`config.mk`:
```
export PLATFORM = sky130hd
export DESIGN_NAME = wave_ctrl
export DESIGN_NICKNAME = d
export VERILOG_FILES = /design/src/pkg/wave_ctrl_pkg.sv /design/src/hdl/wave_ctrl.sv
export SDC_FILE = /design/constraint.sdc
export NUM_CORES = 1
export LEC_CHECK = 0
export BUFFER_PORTS_ARGS = -buffer_cell sky130_fd_sc_hd__buf_2
export CORE_AREA = 2 2 99 101
export DETAILED_ROUTE_END_ITERATION = 6
export DIE_AREA = 0 0 101 103
export PLACE_DENSITY = 0.79
export SLEW_MARGIN = 30
export SYNTH_ARGS = -nofsm -noshare
export SYNTH_HDL_FRONTEND = slang
export SYNTH_SLANG_ARGS = --single-unit
```
`constraint.sdc`:
```
create_clock -name ref_clk -period 2.8 [get_ports ref_clk]
set_input_delay 0.14 -clock ref_clk [delete_from_list [all_inputs] [get_ports ref_clk]]
set_output_delay 0.14 -clock ref_clk [all_outputs]
set_load 0.05 [all_outputs]
```
`src/pkg/wave_ctrl_pkg.sv`:
```
// Package: register map, field positions, modes and carriers of the waveform control block
package wave_ctrl_pkg;

  // Register byte offsets on the Wishbone bus
  localparam logic [3:0] off_control_main   = 4'h0;
  localparam logic [3:0] off_polarity       = 4'h4;
  localparam logic [3:0] off_clock_select   = 4'h8;
  localparam logic [3:0] off_data_select    = 4'hc;
  localparam logic [4:0] off_steering       = 5'h10;
  localparam logic [4:0] off_halt_first     = 5'h14;
  localparam logic [4:0] off_halt_sources   = 5'h18;
  localparam logic [4:0] off_rise_count     = 5'h1c;
  localparam logic [5:0] off_fall_count     = 6'h20;

  // Field positions
  localparam int enable_bit       = 7;
  localparam int load_bit         = 6;
  localparam int input_level_bit  = 5;
  localparam int halt_flag_bit    = 7;
  localparam int restart_bit      = 6;
  localparam int level_bd_lsb     = 4;
  localparam int level_ac_lsb     = 2;

  // Writable masks (unimplemented bits read zero)
  localparam logic [7:0] mask_control_main = 8'hc7;
  localparam logic [7:0] mask_polarity     = 8'h0f;
  localparam logic [7:0] mask_clock_select = 8'h01;
  localparam logic [7:0] mask_data_select  = 8'h0f;
  localparam logic [7:0] mask_halt_first   = 8'hfc;
  localparam logic [7:0] mask_halt_sources = 8'h1f;
  localparam logic [7:0] mask_deadband     = 8'h3f;

  // Reset values
  localparam logic [7:0] reset_zero        = 8'h00;
  localparam logic [7:0] reset_halt_first  = 8'h94;

  // Override level codes
  localparam logic [1:0] lvl_inactive = 2'h0;
  localparam logic [1:0] lvl_float    = 2'h1;
  localparam logic [1:0] lvl_low      = 2'h2;
  localparam logic [1:0] lvl_high     = 2'h3;

  typedef enum logic [2:0] {
    mode_async_steer = 3'b000,
    mode_sync_steer  = 3'b001,
    mode_full_fwd    = 3'b010,
    mode_full_rev    = 3'b011,
    mode_half_bridge = 3'b100,
    mode_push_pull   = 3'b101
  } mode_type;

  localparam int source_count = 14;

  // Output group carrier
  typedef struct packed {
    logic [3:0] level;
    logic [3:0] float_n;
  } outputs_type;

endpackage

```
`src/hdl/wave_ctrl.sv`:
```
// Control, configuration and output stage of the four-output complementary waveform unit
//
// The register addresses and the Wishbone slave port were decided locally.
`timescale 1ns/1ps
`default_nettype none
// What this block does
// - Unit starts halted; software programs both override levels before enabling.
// - Halt flag must clear to run; hardware clears it with auto-restart.
// - Enable is bit 7 of main control; 1 enables, reset 0.
// - Load request copies dead-band counts after falling then rising input edge; self-clears.
// - Load request is taken only while already enabled, never with enable.
// - Three-bit mode: steering, full-bridge forward or reverse, half-bridge, push-pull.
// - Polarity register bit 5 reads the synchronised selected input level.
// - Polarity bits 3..0 invert outputs D..A when set; reset 0.
// - Clock select bit 0: 0 system clock, 1 fast internal oscillator.
// - Four-bit data source field picks one of fourteen inputs; 1110,1111 reserved.
// - Unimplemented register bits read zero and ignore writes.
// - Dead-band counter counts module clock edges from zero to count; zero bypasses.
// - After halt clears, outputs resume at the next rising input edge.
// - Override levels: 11 one, 10 zero, 01 float, 00 inactive level from the polarity bit, with no dead band.
module wave_ctrl
  import wave_ctrl_pkg::*;
(
  // Clock and reset
  input  wire logic                     ref_clk,
  input  wire logic                     sys_rst,
  input  wire logic                     clk_en,
  input  wire logic                     fast_osc_tick,
  // Wishbone slave
  input  wire logic                     cyc_i,
  input  wire logic                     stb_i,
  input  wire logic                     we_i,
  input  wire logic [5:0]               adr_i,
  input  wire logic [3:0]               sel_i,
  input  wire logic [31:0]              dat_i,
  output logic      [31:0]              dat_o,
  output logic                          ack_o,
  // Sources and halt inputs
  input  wire logic [source_count-1:0]  source_in,
  input  wire logic [4:0]               halt_in_n,
  // Outputs to switch drivers, enable low while driving
  output wave_ctrl_pkg::outputs_type    drive
);
  import wave_ctrl_pkg::*;

  ////////////////////////////////////////////////////////////////////////////
  logic [7:0] main_q, main_d, pol_q, pol_d, clk_q, clk_d, dat_q, dat_d;
  logic [7:0] str_q, str_d, hf_q, hf_d, hs_q, hs_d, dbr_q, dbr_d, dbf_q, dbf_d;
  logic [5:0] act_r_q, act_r_d, act_f_q, act_f_d;
  logic       ack_q, ack_d, sync1_q, sync2_q, prev_q, seen_fall_q, seen_fall_d;
  logic       run_q, run_d, out_q, out_d;
  logic [5:0] cnt_q, cnt_d;
  logic [31:0] rdat_q, rdat_d;
  logic       wr, rise, fall, sel_in, tick, halt_now, en;

  assign en   = main_q[enable_bit];
  assign tick = clk_q[0] ? fast_osc_tick : 1'b1;
  assign sel_in = (dat_q[3:0] < 4'(source_count)) ? source_in[dat_q[3:0]] : 1'b0;
  assign rise = sync2_q & ~prev_q;
  assign fall = ~sync2_q & prev_q;
  // Writes land on the edge at which the master samples ack high
  assign wr   = cyc_i & stb_i & we_i & sel_i[0] & ack_q;
  assign halt_now = |(hs_q[4:0] & ~halt_in_n);

  ////////////////////////////////////////////////////////////////////////////
  // Register file and bus answer
  always_comb begin
    main_d = main_q; pol_d = pol_q; clk_d = clk_q; dat_d = dat_q; str_d = str_q;
    hf_d = hf_q; hs_d = hs_q; dbr_d = dbr_q; dbf_d = dbf_q;
    act_r_d = act_r_q; act_f_d = act_f_q; seen_fall_d = seen_fall_q;
    ack_d = cyc_i & stb_i & ~ack_q;
    rdat_d = 32'h0;
    if (wr) begin
      case ({2'b00, adr_i[5:2]})
        6'(off_control_main >> 2): begin
          main_d = dat_i[7:0] & mask_control_main;
          if (!en || !main_d[enable_bit]) main_d[load_bit] = 1'b0;
          else if (!dat_i[load_bit]) main_d[load_bit] = main_q[load_bit];
        end
        6'(off_polarity >> 2):      pol_d = dat_i[7:0] & mask_polarity;
        6'(off_clock_select >> 2):  clk_d = dat_i[7:0] & mask_clock_select;
        6'(off_data_select >> 2):   dat_d = dat_i[7:0] & mask_data_select;
        6'(off_steering >> 2):      str_d = dat_i[7:0];
        6'(off_halt_first >> 2):    hf_d = dat_i[7:0] & mask_halt_first;
        6'(off_halt_sources >> 2):  hs_d = dat_i[7:0] & mask_halt_sources;
        6'(off_rise_count >> 2):    dbr_d = dat_i[7:0] & mask_deadband;
        6'(off_fall_count >> 2):    dbf_d = dat_i[7:0] & mask_deadband;
        default: ;
      endcase
    end
    if (!main_d[enable_bit]) begin
      act_r_d = dbr_d[5:0];
      act_f_d = dbf_d[5:0];
    end
    // Buffer load: falling edge, then the following rising edge
    if (en && main_q[load_bit]) begin
      if (fall) seen_fall_d = 1'b1;
      if (rise && seen_fall_q) begin
        act_r_d = dbr_q[5:0];
        act_f_d = dbf_q[5:0];
        main_d[load_bit] = 1'b0;
        seen_fall_d = 1'b0;
      end
    end else seen_fall_d = 1'b0;
    // Halt flag: hardware set wins over software clear
    if (halt_now) hf_d[halt_flag_bit] = 1'b1;
    else if (hf_q[restart_bit] && en) hf_d[halt_flag_bit] = 1'b0;
    if (cyc_i && stb_i && !we_i) begin
      case ({2'b00, adr_i[5:2]})
        6'(off_control_main >> 2):  rdat_d[7:0] = main_q;
        6'(off_polarity >> 2):      rdat_d[7:0] = pol_q | ({7'h0, sync2_q} << input_level_bit);
        6'(off_clock_select >> 2):  rdat_d[7:0] = clk_q;
        6'(off_data_select >> 2):   rdat_d[7:0] = dat_q;
        6'(off_steering >> 2):      rdat_d[7:0] = str_q;
        6'(off_halt_first >> 2):    rdat_d[7:0] = hf_q;
        6'(off_halt_sources >> 2):  rdat_d[7:0] = hs_q;
        6'(off_rise_count >> 2):    rdat_d[7:0] = dbr_q;
        6'(off_fall_count >> 2):    rdat_d[7:0] = dbf_q;
        default:                    rdat_d = 32'h0;
      endcase
    end
  end

  ////////////////////////////////////////////////////////////////////////////
  // Waveform core: run state, edge following and dead band
  always_comb begin
    run_d = run_q;
    out_d = out_q;
    cnt_d = cnt_q;
    if (!en || hf_q[halt_flag_bit]) begin
      run_d = 1'b0;
      cnt_d = 6'h0;
      out_d = 1'b0;
    end else if (!run_q) begin
      if (rise) begin
        run_d = 1'b1;
        out_d = 1'b0;
        cnt_d = 6'h0;
      end
    end else begin
      if (rise || fall) cnt_d = 6'h0;
      else if (tick && cnt_q != 6'h3f) cnt_d = cnt_q + 6'h1;
      out_d = sync2_q;
    end
  end

  logic        a_on, b_on, dead_r, dead_f;
  logic [3:0]  raw;
  assign dead_r = (act_r_q != 6'h0) && (cnt_q < act_r_q);
  assign dead_f = (act_f_q != 6'h0) && (cnt_q < act_f_q);
  assign a_on   = out_q & ~dead_r;
  assign b_on   = ~out_q & ~dead_f;

  always_comb begin
    case (mode_type'(main_q[2:0]))
      mode_async_steer: raw = {out_q, out_q, out_q, out_q};
      mode_sync_steer:  raw = {out_q, out_q, out_q, out_q};
      mode_full_fwd:    raw = {out_q & ~dead_f, 1'b0, 1'b0, 1'b1};
      mode_full_rev:    raw = {1'b0, 1'b1, out_q & ~dead_r, 1'b0};
      mode_half_bridge: raw = {b_on, a_on, b_on, a_on};
      mode_push_pull:   raw = {~out_q, out_q, ~out_q, out_q};
      default:          raw = 4'h0;
    endcase
  end

  ////////////////////////////////////////////////////////////////////////////
  // Per-output steering, polarity and override
  outputs_type drive_d, drive_q;
  genvar g;
  generate
    for (g = 0; g < 4; g++) begin : g_out
      logic [1:0] lvl;
      logic       wave;
      assign lvl  = (g % 2 == 1) ? hf_q[level_bd_lsb +: 2] : hf_q[level_ac_lsb +: 2];
      assign wave = (main_q[2:1] == 2'b00) ? (str_q[g] ? raw[g] : str_q[g+4])
                                           : raw[g];
      always_comb begin
        drive_d.float_n[g] = 1'b0;
        if (run_q) drive_d.level[g] = wave ^ pol_q[g];
        else begin
          case (lvl)
            lvl_high:  drive_d.level[g] = 1'b1;
            lvl_low:   drive_d.level[g] = 1'b0;
            lvl_float: begin
              drive_d.level[g]   = 1'b0;
              drive_d.float_n[g] = 1'b1;
            end
            default:   drive_d.level[g] = pol_q[g];
          endcase
        end
      end
    end
  endgenerate

  ////////////////////////////////////////////////////////////////////////////
  always_ff @(posedge ref_clk or posedge sys_rst) begin
    if (sys_rst) begin
      main_q <= reset_zero; pol_q <= reset_zero; clk_q <= reset_zero;
      dat_q <= reset_zero; str_q <= reset_zero; hf_q <= reset_halt_first;
      hs_q <= reset_zero; dbr_q <= reset_zero; dbf_q <= reset_zero;
      act_r_q <= 6'h0; act_f_q <= 6'h0; seen_fall_q <= 1'b0;
      ack_q <= 1'b0; rdat_q <= 32'h0;
      sync1_q <= 1'b0; sync2_q <= 1'b0; prev_q <= 1'b0;
      run_q <= 1'b0; out_q <= 1'b0; cnt_q <= 6'h0;
      drive_q <= '0;
    end else if (clk_en) begin
      main_q <= main_d; pol_q <= pol_d; clk_q <= clk_d; dat_q <= dat_d;
      str_q <= str_d; hf_q <= hf_d; hs_q <= hs_d; dbr_q <= dbr_d; dbf_q <= dbf_d;
      act_r_q <= act_r_d; act_f_q <= act_f_d; seen_fall_q <= seen_fall_d;
      ack_q <= ack_d; rdat_q <= rdat_d;
      sync1_q <= sel_in;
      sync2_q <= sync1_q;
      prev_q <= sync2_q;
      run_q <= run_d; out_q <= out_d; cnt_q <= cnt_d;
      drive_q <= drive_d;
    end
  end

  assign ack_o = ack_q;
  assign dat_o = rdat_q;
  assign drive = drive_q;

  ////////////////////////////////////////////////////////////////////////////
  // Assertions
  property p_load_needs_enable;
    @(posedge ref_clk) disable iff (sys_rst)
    main_q[load_bit] |-> main_q[enable_bit];
  endproperty
  a_load_needs_enable: assert property (p_load_needs_enable) else $error("load without enable");

  property p_disabled_idle;
    @(posedge ref_clk) disable iff (sys_rst)
    (clk_en && !main_q[enable_bit]) |=> (cnt_q == 6'h0 && !run_q);
  endproperty
  a_disabled_idle: assert property (p_disabled_idle) else $error("counter busy while disabled");

  property p_resume_on_rise;
    @(posedge ref_clk) disable iff (sys_rst)
    (clk_en && !run_q && $past(run_q)==1'b0 && run_d) |-> rise;
  endproperty
  a_resume_on_rise: assert property (p_resume_on_rise) else $error("resume without rising edge");

  property p_load_copies;
    @(posedge ref_clk) disable iff (sys_rst)
    (clk_en && en && main_q[load_bit] && rise && seen_fall_q)
      |=> (!main_q[load_bit] && act_r_q == $past(dbr_q[5:0]));
  endproperty
  a_load_copies: assert property (p_load_copies) else $error("buffer load missed");

  property p_reserved_zero;
    @(posedge ref_clk) disable iff (sys_rst)
    ((main_q & ~mask_control_main) == 8'h0) && ((pol_q & ~mask_polarity) == 8'h0);
  endproperty
  a_reserved_zero: assert property (p_reserved_zero) else $error("reserved bit set");

  property p_sync_delay;
    @(posedge ref_clk) disable iff (sys_rst)
    clk_en ##1 clk_en |=> sync2_q == $past(sel_in, 2);
  endproperty
  a_sync_delay: assert property (p_sync_delay) else $error("sync chain broken");

  property p_halt_force;
    @(posedge ref_clk) disable iff (sys_rst)
    (clk_en && halt_now) |=> hf_q[halt_flag_bit];
  endproperty
  a_halt_force: assert property (p_halt_force) else $error("halt not flagged");

  property p_override_high;
    @(posedge ref_clk) disable iff (sys_rst)
    (clk_en && !run_q && hf_q[level_ac_lsb +: 2] == lvl_high) |=> drive_q.level[0];
  endproperty
  a_override_high: assert property (p_override_high) else $error("override level wrong");

  property p_override_float;
    @(posedge ref_clk) disable iff (sys_rst)
    (clk_en && !run_q && hf_q[level_bd_lsb +: 2] == lvl_float)
      |=> (drive_q.float_n[1] && drive_q.float_n[3]);
  endproperty
  a_override_float: assert property (p_override_float) else $error("override float missing");

  // Between input edges a running unit counts one step per tick
  property p_count_advance;
    @(posedge ref_clk) disable iff (sys_rst)
    (clk_en && en && !hf_q[halt_flag_bit] && run_q && !rise && !fall
      && tick && cnt_q != 6'h3f) |=> cnt_q == $past(cnt_q) + 6'h1;
  endproperty
  a_count_advance: assert property (p_count_advance) else $error("dead-band count stalled");

  property p_tick_gates_count;
    @(posedge ref_clk) disable iff (sys_rst)
    (clk_en && en && !hf_q[halt_flag_bit] && run_q && clk_q[0] && !fast_osc_tick
      && !rise && !fall) |=> $stable(cnt_q);
  endproperty
  a_tick_gates_count: assert property (p_tick_gates_count) else $error("count moved without tick");

  c_load:    cover property (@(posedge ref_clk) main_q[load_bit] ##[1:200] !main_q[load_bit]);
  c_run:     cover property (@(posedge ref_clk) !run_q ##1 run_q);
  c_halt:    cover property (@(posedge ref_clk) run_q ##1 !run_q);
  c_deadband: cover property (@(posedge ref_clk) run_q && out_q && dead_r ##1 a_on);
  c_restart: cover property (@(posedge ref_clk)
    hf_q[halt_flag_bit] && hf_q[restart_bit] ##1 !hf_q[halt_flag_bit]);

endmodule // wave_ctrl
`default_nettype wire

```
### After elaboration in Yosys (flattened, before gate mapping)

Cells that the tools add are included.

* shift-type cells: 0
* magnitude comparators: 4
* bitwise operators: 23
* equal/unequal tests: 22
* muxes and demuxes: 61
* div/mod/pow operators: 0
* reductions and logical operators: 37
* multiply operators: 0
* $add $sub $neg: 1

Operators by type and width (count)
* $mux W6: 15
* $pmux W8 S9: 1
* $mux W8: 5
* $mux W1: 34
* $reduce_and A3 Y1: 9
* $pmux W4 S5: 1
* $eq A4 B3 Y1 const B: 4
* $lt A6 B6 Y1: 2
* $reduce_bool A6 Y1: 2
* $and A1 B1 Y1: 10
* $reduce_bool A3 Y1: 3
* $eq A2 B2 Y1 const B: 4
* $eq A4 B2 Y1 const B: 2
* $logic_and A1 B1 Y1: 8
* $pmux W1 S2: 4
* $add A6 B1 Y6 const B: 1
* $eq A3 B2 Y1 const B: 2
* $eq A3 B3 Y1 const B: 2
* $ne A6 B6 Y1 const B: 1
* $not A1 Y1: 6
* $or A4 B6 Y6: 1
* $reduce_or A2 Y1: 3
* $and A5 B5 Y5: 1
* $lt A4 B5 Y1 const B: 1
* other kinds (17): 26

* word-level logic and storage cells: 172
* latch bits: 0
* memories kept: 0
* RAM bits: 0
* bits in registers: 110
* bits in read-only memories: 0
* input bits: 68
* output and inout bits: 41

### Logic depth before layout (Yosys ltp)

* depth after elaboration: 9
* gate-level depth with buffers: 8

### Least setup slack after synthesis

No wires, ideal clock.

* path type: reg2reg
* from: reg ack_q (netlist: ack_o)
* to: reg hf_q[5]
* arrival: 2.142 ns
* setup slack: 0.533 ns
* cell stages (with the launch flop): 5
* library setup time: 0.125 ns
* cells stage by stage: dfrtp_1 > nand3_1 > or2_2 > nor3_1 > mux2_2

* word-level cells in the longest chain between the ends: 2

Ends and longest elaborated chain
* from (decl): line wave_ctrl.sv:50 `logic ack_q, ack_d, sync1_q, sync2_q, prev_q, seen_fall_q, seen_fall_d;`
* from (signal assigned): line wave_ctrl.sv:210 `ack_q <= ack_d; rdat_q <= rdat_d;`
* $and A1 B1 Y1: line wave_ctrl.sv:62 `assign wr = cyc_i & stb_i & we_i & sel_i[0] & ack_q;`
* $reduce_and A3 Y1 (no line)
* to (signal assigned): line wave_ctrl.sv:199 `dat_q <= reset_zero; str_q <= reset_zero; hf_q <= reset_halt_first;`
* to (decl): line wave_ctrl.sv:48 `logic [7:0] str_q, str_d, hf_q, hf_d, hs_q, hs_d, dbr_q, dbr_d, dbf_q, dbf_d;`

Every way passes these cells.
A chain may end at the register's enable or synchronous reset.

### Worst setup path in the final report

* from: reg hf_q[7]
* to: reg cnt_q[5]

* word-level cells in the longest chain between the ends: 3
* elaborated cells on any way between the ends: 5
* classes of those cells: eq/ne: 1; mux: 1; reduce/logical: 3

Ends and longest elaborated chain
* $logic_or A1 B1 Y1 (*): line wave_ctrl.sv:130 `if (!en || hf_q[halt_flag_bit]) begin`
* $ne A4 B1 Y1 (no line) or $reduce_bool A3 Y1 (tied branches)
* $reduce_and A3 Y1 (no line)
* to (signal assigned): line wave_ctrl.sv:214 `run_q <= run_d; out_q <= out_d; cnt_q <= cnt_d;`
* to (decl): line wave_ctrl.sv:52 `logic [5:0] cnt_q, cnt_d;`

Every way passes the cells marked *; elsewhere a longest branch is shown, timed or not.

==> out/results.ini <==
[outcome]
outcome=complete, no violations

[synthesis]
synth_area_mm2=0.00497
synth-edff-count=0
ys_seq_area_share_pct=42.3
ys_async_sr_fraction_pct=100
synth_cell_types=56
synthCells=504
avgSynthCellArea_um2=9.87
ys_warn_count=0
synthFlopType=dfrtp_1
ys_ff_latch=84

[die]
dieArea_mm2=0.0104
die_h_um=103
io-pin-count=109
core_region_area_mm2=0.00946
start_util_pct=52.6
num_rows=36
die_w_um=101

[cells_and_area]
fin_util_pct=58.0
synthToLayoutAreaGrowth_pct=10.3
final_net_count=634
antennaDiodeCount=0
final_layout_size_suffix_gt1_share_pct=25.6

[critical_path]
critPathCapture=cnt_q[5]
r2r-start=hf_q[7]
crit_required_ns=3.04
timing.rr.end=cnt_q[5]
worst_r2r_path_depth=6
crit_start=hf_q[7]
crit_path_top_delay_cell=a311oi_1
crit_path_end_kind=flip-flop
worst-path-max-fanout=8
crit_type=flip-flop to flip-flop
cpPeakStageDelay_ns=0.71
r2r_slack_ns=0.51
cp-start-kind=flip-flop
cp_cell_sequence=nand2b_1 > o21ai_0 > a311oi_1 > nand4_1 > xor2_1 > nor2_1
critPathArrivalTime_ns=2.54

[detailed_routing]
drt-met1-wl_mm=5.62
drt_iter0_drc=365
top_layer_used=met4
met3_length_um=766
wirelength_mm=12.7
vias=4019
routed_via_density=5.98
wire_per_inst_um=18.9
ant_nets=0
drc=0
first_pass_iters=5
wl_met2_mm=5.98

[power_and_ir_drop]
seqPwrFrac_pct=49.2
power.net_switching_mw=0.729
pwr-share-comb_pct=13.2
peakVddDrop_mv=0.250
clock_power_share_pct=37.6
swShare_pct=28.3
p_int_mw=1.84
p_per_area_mw_per_mm2=469
p_leak_nw=2.57

[clock_tree]
cts_hold_buf=1
cts_tree=yes
clock-sinks=84
cts-root-buf=clkbuf_8
cts_buffers=9
clock_latency_ns=0.36
cts_setup_buffers=0
clkTransAtPathRegs_ns=0.09
cts_max_path_buffers=2
h-tree-depth=3
ctsResizeCount=0

[sta]
maxSlewHeadroom_pct=43.0
max_freq_ghz=0.436
min_period_ns=2.29
hold_viol_final=0
fin_worst_skew_ns=0.0116
post-route-period-util_pct=82.0
setup_violations=0
tightest_slew_ns=0.849
finalSetupTns_ns=0
rsz0062_at_grt=no
maxSlewViolCount=0

[placed_design]
place.gp.congestion=0.929
portBuffers=55
hpwl_mm=9.45

[grt]
grt_pass1_wl_mm=20.2
grt_max_degree=32
antenna_found_initial=0
grt_use_total_pct=25.5
grt_pass1_vias=3791
overflow=0

[hold_path]
hold_class=input port to flip-flop

[run]
drv_cap=0

## routing by layer
metal  vias up  global-route usage, %
met4         0                   8.32
li1       1893                      -
met1      1918                   35.5
met2       179                   41.3
met3        29                   4.00
met5         -                      0
## power by group through the flow
stage	Sequential [mW]	Combinational, mW	Clock [mW]
final	1.26	0.339	0.968
after global routing	1.27	0.370	1.03
after CTS	1.26	0.339	0.972
after detailed placement	1.29	0.336	0
after global placement	1.29	0.328	0
after floorplan	1.29	0.257	0
## cells by family after synthesis
kind of cell	Yosys count	share of synthesized area, %
mux	61	14.7
xor+xnor	5	0.880
flops	84	42.3
fa+ha+maj	13	3.27
other cells	1	0.0754
compound gates	119	16.0
buf+inv	82	8.20
simple gates	139	14.6
## Yosys cell counts, types with 4 or more instances
master | n | area, um^2
nand4_1 | 4 | 25.0
inv_1 | 32 | 120
mux2_2 | 46 | 518
a31oi_1 | 5 | 31.3
nand2b_1 | 8 | 50.1
a22oi_1 | 10 | 75.1
dfrtp_1 | 81 | 2030
a21oi_1 | 26 | 130
o21ai_0 | 22 | 110
clkbuf_1 | 19 | 71.3
mux2i_1 | 10 | 100
mux4_2 | 5 | 113
nor2_1 | 30 | 113
nand3_1 | 13 | 65.1
nor3_1 | 12 | 60.1
o22ai_1 | 16 | 100
nor4_1 | 7 | 43.8
xor2_1 | 5 | 43.8
o32ai_1 | 5 | 43.8
nand2_1 | 32 | 120
ha_1 | 13 | 163
nor2b_1 | 12 | 75.1
buf_4 | 26 | 195
a221o_1 | 6 | 60.1
and3_1 | 4 | 25.0
## registers in the layout (all words and copies together), names as in the netlist, 4 cells and up
name,count
main_q,5
act_r_q,6
drive,6
dat_o,8
hs_q,5
dbf_q,6
str_q,8
hf_q,6
dbr_q,6
act_f_q,6
pol_q,4
dat_q,4
cnt_q,6
## worst max-delay path: cells and delay by family, from the launching register on
kind | cells | cell delay, ns
simple gates | 3 | 0.53
flops | 1 | 0.55
xor+xnor | 1 | 0.19
compound gates | 2 | 0.90
## worst min path at each step
stage | start | endpoint | slack [ns] | cells past startpoint
4_1_cts | dat_i[6] | str_q[6] | 0.05 | 2
5_1_grt | dat_i[6] | hf_q[6] | 0.05 | 2
3_5_place_dp | sys_rst | dbr_q[4] | 0.20 | 2
3_3_place_gp | sys_rst | dbr_q[2] | 0.18 | 2
6_report | dat_i[6] | str_q[6] | 0.06 | 2
2_1_floorplan | dat_i[4] | act_r_q[4] | 0.29 | 1
## through the flow
stage | hold WS, ns | instance area (um^2) | total power [mW] | cells | worst slack [ns]
6_report | 0.0587 | 5490 | 2.57 | 672 | 0.505
5_1_grt | 0.0493 | 5490 | 2.67 | 672 | 0.312
4_1_cts | 0.0490 | 5490 | 2.57 | 672 | 0.508
3_5_place_dp | 0.202 | 5260 | 1.62 | 655 | 0.401
3_3_place_gp | 0.182 | 5260 | 1.61 | 655 | 0.463
2_1_floorplan | 0.285 | 5060 | 1.55 | 527 | 0.500
## placed cells by master, fill, tap and decap left out, drive strengths merged, types with 4 or more instances in the layout
cell and instances:
nand2b 8, xor2 5, a22oi 10, conb 24, nand2 32, ha 13, nor3b 4, a221o 6
clkbuf 11, dfrtp 81, nor2 30, nand4 4, o21ai 25, a31oi 5, mux2i 10, mux4 5
nor2b 12, nor4 8, a21oi 26, inv 32, o32ai 5, buf 64, mux2 46, o22ai 16
and3 4, nand3 13, nor3 12
## area by class of cell
type	instances	area (um^2)
well taps	114	143
clock buffers	11	131
inverters	32	121
multi-input cells	361	2550
fillers	812	3970
flip-flops and latches	84	2110
repair buffers	65	353
clock inverters	5	85.1
No activity file was read; power rests on OpenSTA's default activity.
